--- src/hw/cond_map.svh ---
// Purpose: constants for the output conditioning stage
// Assumes: 12-bit output code spans 0..supply
// Notes: step sizes follow the 5 V scaling
`ifndef COND_MAP_SVH
`define COND_MAP_SVH
`define SAMPLE_W 14
`define OUT_W 12
`define GAIN_W 14
`define GAIN_FRAC 11
`define OFFS_W 13
`define LIM_W 12
`define LIMLO_MAX 12'h7ff
`define OUT_FULL 13'sh0fff
`define GAIN_RST 14'h0800
`define OFFS_RST 13'h0800
`define LIMLO_RST 12'h000
`define LIMHI_RST 12'hfff
`define SEL_GAIN 3'h0
`define SEL_OFFS 3'h1
`define SEL_LIMLO 3'h2
`define SEL_LIMHI 3'h3
`define SEL_LOCK 3'h4
`define SEL_SAMPLE 3'h5
`endif

--- src/hw/cond_pkg.sv ---
// Purpose: shared types for the output conditioning stage
// Assumes: nothing
// Notes: selector type for programming commands
package cond_pkg;
  typedef logic [2:0] reg_sel_t;
  typedef enum logic [2:0] {
    ST_RUN = 3'b001,
    ST_CMD = 3'b010,
    ST_ANS = 3'b100
  } cmd_state_t;
endpackage

--- src/hw/sensor_output_conditioning.sv ---
// Purpose: output conditioning of a programmable field sensor
// Assumes: command decoder upstream delivers decoded strobes
// Notes: nonvolatile image is presented on nv ports and restored at reset
//
// Contract
// - Add quiescent offset to gained sample; zero sample gives offset.
// - Negative offset caps output at offset plus full supply.
// - Lower limit zero to half supply; output never below it, except lim_hi_q when lim_hi_q is lower and result exceeds it.
// - Upper limit zero to full supply; output never above it, except lim_lo_q when lim_lo_q is higher and result is below it.
// - Permanent lock freezes registers, ignores commands, never clears; reset clears lock_q, set again by nv_lock_i high at load or a lock command.
// - Lock command comes last; afterwards no write or read answered.
// - Readable 14-bit raw sample before any processing.
// - Calibration registers rewritable any number of times until locked.
// - Commit command stores values in non-volatile storage; code only pulses nv_store_o, no register values leave the block.
// - Output is sample times gain plus offset, then limited.
// - Gain one adds half supply per 2048 sample counts.
// - During command exchange, conditioned output off, digital answer on.
`timescale 1ns/1ns
`include "cond_map.svh"
module sensor_output_conditioning
  import cond_pkg::*;
#(
  parameter int SW = `SAMPLE_W
) (
  input wire logic clk_i, // Clock 100 MHz
  input wire logic rstn_i, // Async reset, low
  input wire logic sample_vld_i, // New filtered sample
  input wire logic signed [SW-1:0] sample_i, // Filtered sample
  input wire logic cmd_start_i, // Command exchange begins
  input wire logic cmd_wr_i, // Write strobe
  input wire logic cmd_rd_i, // Read strobe
  input wire logic cmd_lock_i, // Lock command
  input wire logic cmd_commit_i, // Commit-write command
  input wire cond_pkg::reg_sel_t cmd_sel_i, // Target register
  input wire logic [15:0] cmd_data_i, // Write data
  input wire logic nv_lock_i, // Stored lock bit
  input wire logic [`GAIN_W-1:0] nv_gain_i, // Stored gain
  input wire logic [`OFFS_W-1:0] nv_offs_i, // Stored offset
  input wire logic [`LIM_W-1:0] nv_lim_lo_i, // Stored lower limit
  input wire logic [`LIM_W-1:0] nv_lim_hi_i, // Stored upper limit
  input wire logic nv_load_i, // Stored image valid
  output logic [`OUT_W-1:0] out_code_o, // Code to converter
  output logic out_en_o, // Analog output enable
  output logic [15:0] ans_data_o, // Digital answer data
  output logic ans_vld_o, // Answer valid pulse
  output logic nv_store_o, // Commit pulse to storage
  output logic locked_o // Lock status
);
  logic [`GAIN_W-1:0] gain_q;
  logic [`OFFS_W-1:0] offs_q;
  logic [`LIM_W-1:0] lim_lo_q;
  logic [`LIM_W-1:0] lim_hi_q;
  logic lock_q;
  logic [SW-1:0] raw_q;
  logic loaded_q;
  cmd_state_t state_q, state_d;
  logic [`OUT_W-1:0] dp_code;
  logic dp_done;
  logic [15:0] rd_mux;
  logic live;
  logic wr_ok;
  logic load_now;

  // ----------------------------------------
  // Command gating
  // ----------------------------------------
  assign live = !lock_q;
  assign wr_ok = live && cmd_wr_i && state_q == ST_CMD;
  assign load_now = nv_load_i && !loaded_q;

  assign rd_mux = (cmd_sel_i == `SEL_GAIN) ? 16'(gain_q) :
                  (cmd_sel_i == `SEL_OFFS) ? 16'(offs_q) :
                  (cmd_sel_i == `SEL_LIMLO) ? 16'(lim_lo_q) :
                  (cmd_sel_i == `SEL_LIMHI) ? 16'(lim_hi_q) :
                  (cmd_sel_i == `SEL_LOCK) ? 16'(lock_q) :
                  (cmd_sel_i == `SEL_SAMPLE) ? 16'(raw_q) : 16'h0000;

  // ----------------------------------------
  // Exchange state machine
  // ----------------------------------------
  always_comb begin
    state_d = state_q;
    case (state_q)
      ST_RUN: if (live && cmd_start_i) state_d = ST_CMD;
      ST_CMD: begin
        if (!live) state_d = ST_RUN;
        else if (cmd_rd_i || cmd_wr_i || cmd_commit_i || cmd_lock_i) state_d = ST_ANS;
      end
      ST_ANS: state_d = ST_RUN;
      default: state_d = ST_RUN;
    endcase
  end

  always_ff @(posedge clk_i or negedge rstn_i) begin
    if (!rstn_i) begin
      state_q <= ST_RUN;
      ans_vld_o <= 1'b0;
      ans_data_o <= 16'h0000;
      out_en_o <= 1'b0;
      nv_store_o <= 1'b0;
    end else begin
      state_q <= state_d;
      out_en_o <= (state_d == ST_RUN);
      ans_vld_o <= live && state_q == ST_CMD && cmd_rd_i;
      if (live && state_q == ST_CMD && cmd_rd_i) ans_data_o <= rd_mux;
      nv_store_o <= live && state_q == ST_CMD && cmd_commit_i;
    end
  end

  // ----------------------------------------
  // Calibration registers
  // ----------------------------------------
  always_ff @(posedge clk_i or negedge rstn_i) begin
    if (!rstn_i) begin
      gain_q <= `GAIN_RST;
      offs_q <= `OFFS_RST;
      lim_lo_q <= `LIMLO_RST;
      lim_hi_q <= `LIMHI_RST;
      loaded_q <= 1'b0;
    end else if (load_now) begin
      loaded_q <= 1'b1;
      gain_q <= nv_gain_i;
      offs_q <= nv_offs_i;
      lim_lo_q <= (nv_lim_lo_i > `LIMLO_MAX) ? `LIMLO_MAX : nv_lim_lo_i;
      lim_hi_q <= nv_lim_hi_i;
    end else if (wr_ok) begin
      if (cmd_sel_i == `SEL_GAIN) gain_q <= cmd_data_i[`GAIN_W-1:0];
      if (cmd_sel_i == `SEL_OFFS) offs_q <= cmd_data_i[`OFFS_W-1:0];
      if (cmd_sel_i == `SEL_LIMLO) begin
        lim_lo_q <= (cmd_data_i[`LIM_W-1:0] > `LIMLO_MAX) ? `LIMLO_MAX
                    : cmd_data_i[`LIM_W-1:0];
      end
      if (cmd_sel_i == `SEL_LIMHI) lim_hi_q <= cmd_data_i[`LIM_W-1:0];
    end
  end

  // ----------------------------------------
  // Permanent lock, set only
  // ----------------------------------------
  always_ff @(posedge clk_i or negedge rstn_i) begin
    if (!rstn_i) begin
      lock_q <= 1'b0;
      locked_o <= 1'b0;
    end else begin
      if ((load_now && nv_lock_i) || (live && state_q == ST_CMD && cmd_lock_i)) begin
        lock_q <= 1'b1;
      end
      locked_o <= lock_q;
    end
  end

  // ----------------------------------------
  // Raw sample capture and datapath
  // ----------------------------------------
  always_ff @(posedge clk_i or negedge rstn_i) begin
    if (!rstn_i) begin
      raw_q <= '0;
      out_code_o <= '0;
    end else begin
      if (sample_vld_i) raw_q <= sample_i;
      if (dp_done) out_code_o <= dp_code;
    end
  end

  cond_datapath #(.SW(SW)) u_dp (
    .clk_i(clk_i),
    .rstn_i(rstn_i),
    .en_i(sample_vld_i),
    .sample_i(sample_i),
    .gain_i($signed(gain_q)),
    .offs_i($signed(offs_q)),
    .lim_lo_i(lim_lo_q),
    .lim_hi_i(lim_hi_q),
    .code_o(dp_code),
    .done_o(dp_done)
  );
endmodule

--- src/hw/cond_datapath.sv ---
// Purpose: gain, offset and limit arithmetic on one sample
// Assumes: gain is signed with GAIN_FRAC fraction bits
// Notes: registered result, one cycle latency
`timescale 1ns/1ns
`include "cond_map.svh"
module cond_datapath #(
  parameter int SW = `SAMPLE_W
) (
  input wire logic clk_i, // Clock
  input wire logic rstn_i, // Async reset, low
  input wire logic en_i, // New sample strobe
  input wire logic signed [SW-1:0] sample_i, // Raw sample
  input wire logic signed [`GAIN_W-1:0] gain_i, // Gain
  input wire logic signed [`OFFS_W-1:0] offs_i, // Offset code
  input wire logic [`LIM_W-1:0] lim_lo_i, // Lower limit
  input wire logic [`LIM_W-1:0] lim_hi_i, // Upper limit
  output logic [`OUT_W-1:0] code_o, // Conditioned code
  output logic done_o // Result valid pulse
);
  logic signed [SW+`GAIN_W-1:0] prod;
  logic signed [SW+`GAIN_W-1:0] scaled;
  logic signed [SW+`GAIN_W-1:0] sum;
  logic signed [SW+`GAIN_W-1:0] top;
  logic signed [SW+`GAIN_W-1:0] capped;
  logic signed [SW+`GAIN_W-1:0] lo_s;
  logic signed [SW+`GAIN_W-1:0] hi_s;
  logic [`OUT_W-1:0] code_d;
  assign prod = sample_i * gain_i;
  assign scaled = prod >>> `GAIN_FRAC;
  assign sum = scaled + (SW+`GAIN_W)'(offs_i);
  // Negative offset lowers reachable ceiling
  assign top = (offs_i < 0) ? (SW+`GAIN_W)'(offs_i) + (SW+`GAIN_W)'(`OUT_FULL)
                            : (SW+`GAIN_W)'(`OUT_FULL);
  assign capped = (sum > top) ? top : sum;
  assign lo_s = (SW+`GAIN_W)'($signed({1'b0, lim_lo_i}));
  assign hi_s = (SW+`GAIN_W)'($signed({1'b0, lim_hi_i}));
  assign code_d = (capped < lo_s) ? lim_lo_i :
                  (capped > hi_s) ? lim_hi_i :
                  (capped < 0) ? '0 : capped[`OUT_W-1:0];
  always_ff @(posedge clk_i or negedge rstn_i) begin
    if (!rstn_i) begin
      code_o <= '0;
      done_o <= 1'b0;
    end else begin
      done_o <= en_i;
      if (en_i) code_o <= code_d;
    end
  end
endmodule

--- config.mk ---
export PLATFORM = sky130hd
export DESIGN_NAME = sensor_output_conditioning
export DESIGN_NICKNAME = d
export VERILOG_FILES = /design/src/hw/cond_pkg.sv /design/src/hw/sensor_output_conditioning.sv /design/src/hw/cond_datapath.sv
export VERILOG_INCLUDE_DIRS = /design/src /design/src/hw
export SDC_FILE = /design/constraint.sdc
export NUM_CORES = 1
export LEC_CHECK = 0
export ABC_AREA = 1
export ABC_CLOCK_PERIOD_IN_PS = 11600
export BUFFER_PORTS_ARGS = -buffer_cell sky130_fd_sc_hd__buf_4
export CORE_UTILIZATION = 25
export DETAILED_ROUTE_END_ITERATION = 8
export PLACE_DENSITY_LB_ADDON = 0.3
export SLEW_MARGIN = 30
export SYNTH_ARGS = -nofsm -noshare
export SYNTH_HDL_FRONTEND = slang
export SYNTH_HIERARCHICAL = 1
export SYNTH_SLANG_ARGS = --single-unit
--- constraint.sdc ---
create_clock -name clk_i -period 11.6 [get_ports clk_i]
set_input_delay 2.32 -clock clk_i [delete_from_list [all_inputs] [get_ports clk_i]]
set_output_delay 2.32 -clock clk_i [all_outputs]
set_load 0.02 [all_outputs]
==> results.md <==
* Setup CP Type: primary input to register
* Required @ worst endpoint at 11.91 ns
* Routed len/inst at 15.8 um
* First-pass GRT wire length at 81000 um
* Routed vias/inst at 4.50
* Cell area after synthesis at 15900 um^2
* RR Startpoint: gain_q[13]$_DFFE_PN0P_
* Row count at 92
* H-tree level count at 4
* CP startpoint: sample_i[9]
* Yosys cell types at 48
* Max Clk Rate at 88.6 MHz
* TritonCTS Buffers at 17
* Syn Inst Count at 2124
* CP endpoint kind: register
* Vias in the first global route at 14900
* GR Util met3 at 2.83%
* Grt peak-use layer: met2
* Antenna Nets Post-Route at 0
* Port Buffer Count at 121
* Worst Tran Pin Value at 0.886 ns
* GPL Wtd Cong at 0.883
* Skew-Pair Late Insertion Delay at 0.42 ns
* Initial core utilization at 25.3%
* Die footprint at 64800 um^2
* Final Instance Area at 20800 um^2
* Core ar. at 63100 um^2
* Worst Hold Launch: u_dp/code_o[6]$_DFFE_PN0P_
* Initial DRC count at 752
* Non-filler cells, final at 3262
* Met2 usage at 25.1%
* Top FF cell, synth: dfrtp_1
* Synth top area share at 24.5%
* Clk buf depth at 2
* Via Count at 14700
* Dominant cell type by area after synthesis: fa_1
* Detailed placement HPWL at 41700 um
* Most common cell after layout, fill and taps aside: nand2_1
* Post-synthesis sequential area ratio at 17.9%
* Multi-input logic area at 11900 um^2
* Top cell by count, worst path: nand2_1
* Worst-path clk slew at 0.06 ns
* Critical path launch point type: primary input
* Top post-synthesis cells by area: fa_1 (24%), dfrtp_1 (15%), nand2_1 (13%)
* Die Width at 255 um
* Remaining global-route overflow at 0
* Hold-fix buffers, CTS at 0
* Max transition margin at 40.9%
* Die Y at 255 um
* # clock sinks at 113
* Synth-to-Final Area Change at 30.6%
* Initial antenna violation count at 0
* # IOs at 126
* Hold Violations, Final at 0
* Most frequent cells in the layout: nand2_1 (541), inv_1 (419), buf_4 (320), nand3_1 (195), fa_1 (187)
* Endpoints failing setup at 0
* Gr usage total at 16.1%
* # DRC at 0
* Final Slew Violations at 0
* Placed Instances at 3202
* Layout cell share with drive strength beyond 1 at 26.0%
* MaxCap Viol Count at 0
* CP arrival at 11.59 ns
* Reg area at 2850 um^2
* Synth warn at 6
* CTS tree: built
* DP Area at 19000 um^2
* Filler cell count at 6781
* Final min period at 11.28 ns
* CP max FO at 7
* Tcrit/Tclk final at 97.3%
* Clk_skew at 0.00915 ns
* Outcome: finished, final reports clean
* WL final at 51700 um
* Post-synthesis register bit count at 113
* GR Layer Usage met1 at 22.7%
* Clk root buf: clkbuf_16
* Largest net degree at the start of global routing at 65
* Mean Syn Cell Area at 7.51 um^2
* Diodes inserted at 0
* Max stage delay on crit path at 0.55 ns
* Hold Crit Class: register to register
* Critical-path top delay cell: fa_2
* Drt pass-1 iters at 5
* Nets at 2815
* Post-synth EDFFs at 0
* Async S/R FF share, synth at 100%
==> Yosys cell counts (2+ instances only) <==
master,number
nand2_1,569
inv_1,442
nand3_1,205
fa_1,195
ha_1,123
dfrtp_1,98
nor2_1,81
a21oi_1,63
o21ai_0,48
clkbuf_1,39
buf_2,32
nand4_1,32
xor2_1,31
mux2_2,26
dfstp_2,15
o21ai_1,14
nand2_2,12
o21a_1,10
nor3_1,9
buf_6,8
xnor2_1,8
or2_2,7
inv_2,6
a31oi_1,5
buf_4,5
a21o_1,4
o21bai_1,4
a211oi_1,3
a21boi_0,3
nand3_2,3
nor2_2,3
nand3b_1,2
nor2_4,2
o211ai_1,2
o31ai_1,2
==> worst paths after layout <==
check | depth (start not counted) | slack, ns | end
min in group asynchronous | 1 | 1.92 | locked_o$_DFF_PN0_
hold / removal | 2 | 0.48 | u_dp/code_o[6]$_DFFE_PN0P_
setup / recovery | 57 | 0.32 | u_dp/code_o[10]$_DFFE_PN0P_
hold reg to reg | 2 | 0.48 | u_dp/code_o[6]$_DFFE_PN0P_
setup reg to reg | 54 | 1.46 | u_dp/code_o[10]$_DFFE_PN0P_
max in group asynchronous | 2 | 8.36 | out_code_o[1]$_DFFE_PN0P_
==> flip-flops by register name, summed over array words and instances, names as in the netlist <==
signal and count:
out_en_o 1, nv_store_o 1, offs_q 13, state_q 3
raw_q 14, out_code_o 12, ans_data_o 14, lim_hi_q 12
u_dp/code_o 12, gain_q 14, u_dp/done_o 1, locked_o 1
ans_vld_o 1, loaded_q 1, lock_q 1, lim_lo_q 12
==> per-layer routing <==
| layer | part of all wire [%] | routed length, um |
|---|---|---|
| met5 | 0 | 0 |
| met4 | 2.1 | 1110 |
| met3 | 5.9 | 3070 |
| met2 | 46 | 23700 |
| met1 | 46 | 23800 |
==> logic make-up (layout without fill, tap and decap cells) <==
family          count (synthesis)  in the layout  share of synthesized area, %
xor+xnor                       39             39                          2.14
mux                            26             26                          1.84
fa+ha+maj                     318            318                          34.1
other cells                     1              2                        0.0235
flops                         113            113                          17.9
simple gates                  930            931                          24.9
buf+inv                       533            823                          13.3
compound gates                164            164                          5.86
==> area by class of cell <==
class                           instances  area share (%)
Multi-Input combinational cell       1480            57.2
Clock buffer                           20            2.19
Timing Repair Buffer                  343            12.9
Inverter                              448            8.11
Tap cell                              846            5.08
Sequential cell                       113            13.7
Clock inverter                         12           0.865
==> per-stage QoR <==
step | worst slack, ns | util (%) | hold slack, ns | TNS, ns
floorplan | 0.188 | - | 0.444 | 0
global placement | -0.766 | 30.0 | 0.479 | -8.92
detailed placement | -0.865 | 30.0 | 0.470 | -10.02
CTS | 0.00856 | 31.3 | 0.486 | 0
global route | -0.112 | 33.0 | 0.501 | -0.991
finish | 0.317 | 33.0 | 0.484 | 0
==> worst max-delay path, delay by kind of cell <==
family / cells / cell delay (ns)
fa+ha+maj: 10 / 4.08
compound gates: 12 / 1.69
buf+inv: 17 / 1.67
simple gates: 17 / 1.62
xor+xnor: 1 / 0.17
==> timing repair <==
action | in CTS | in global routing
pin swaps | 8 | 130
buffers inserted | 1 | 25
endpoints found under the setup margin | 12 | 12
gates cloned | 0 | 2
resized for setup | 27 | 210
Power is left out: the tool's default activity adds up to more than one toggle a clock period on the data nets, which glitch-free logic cannot reach.
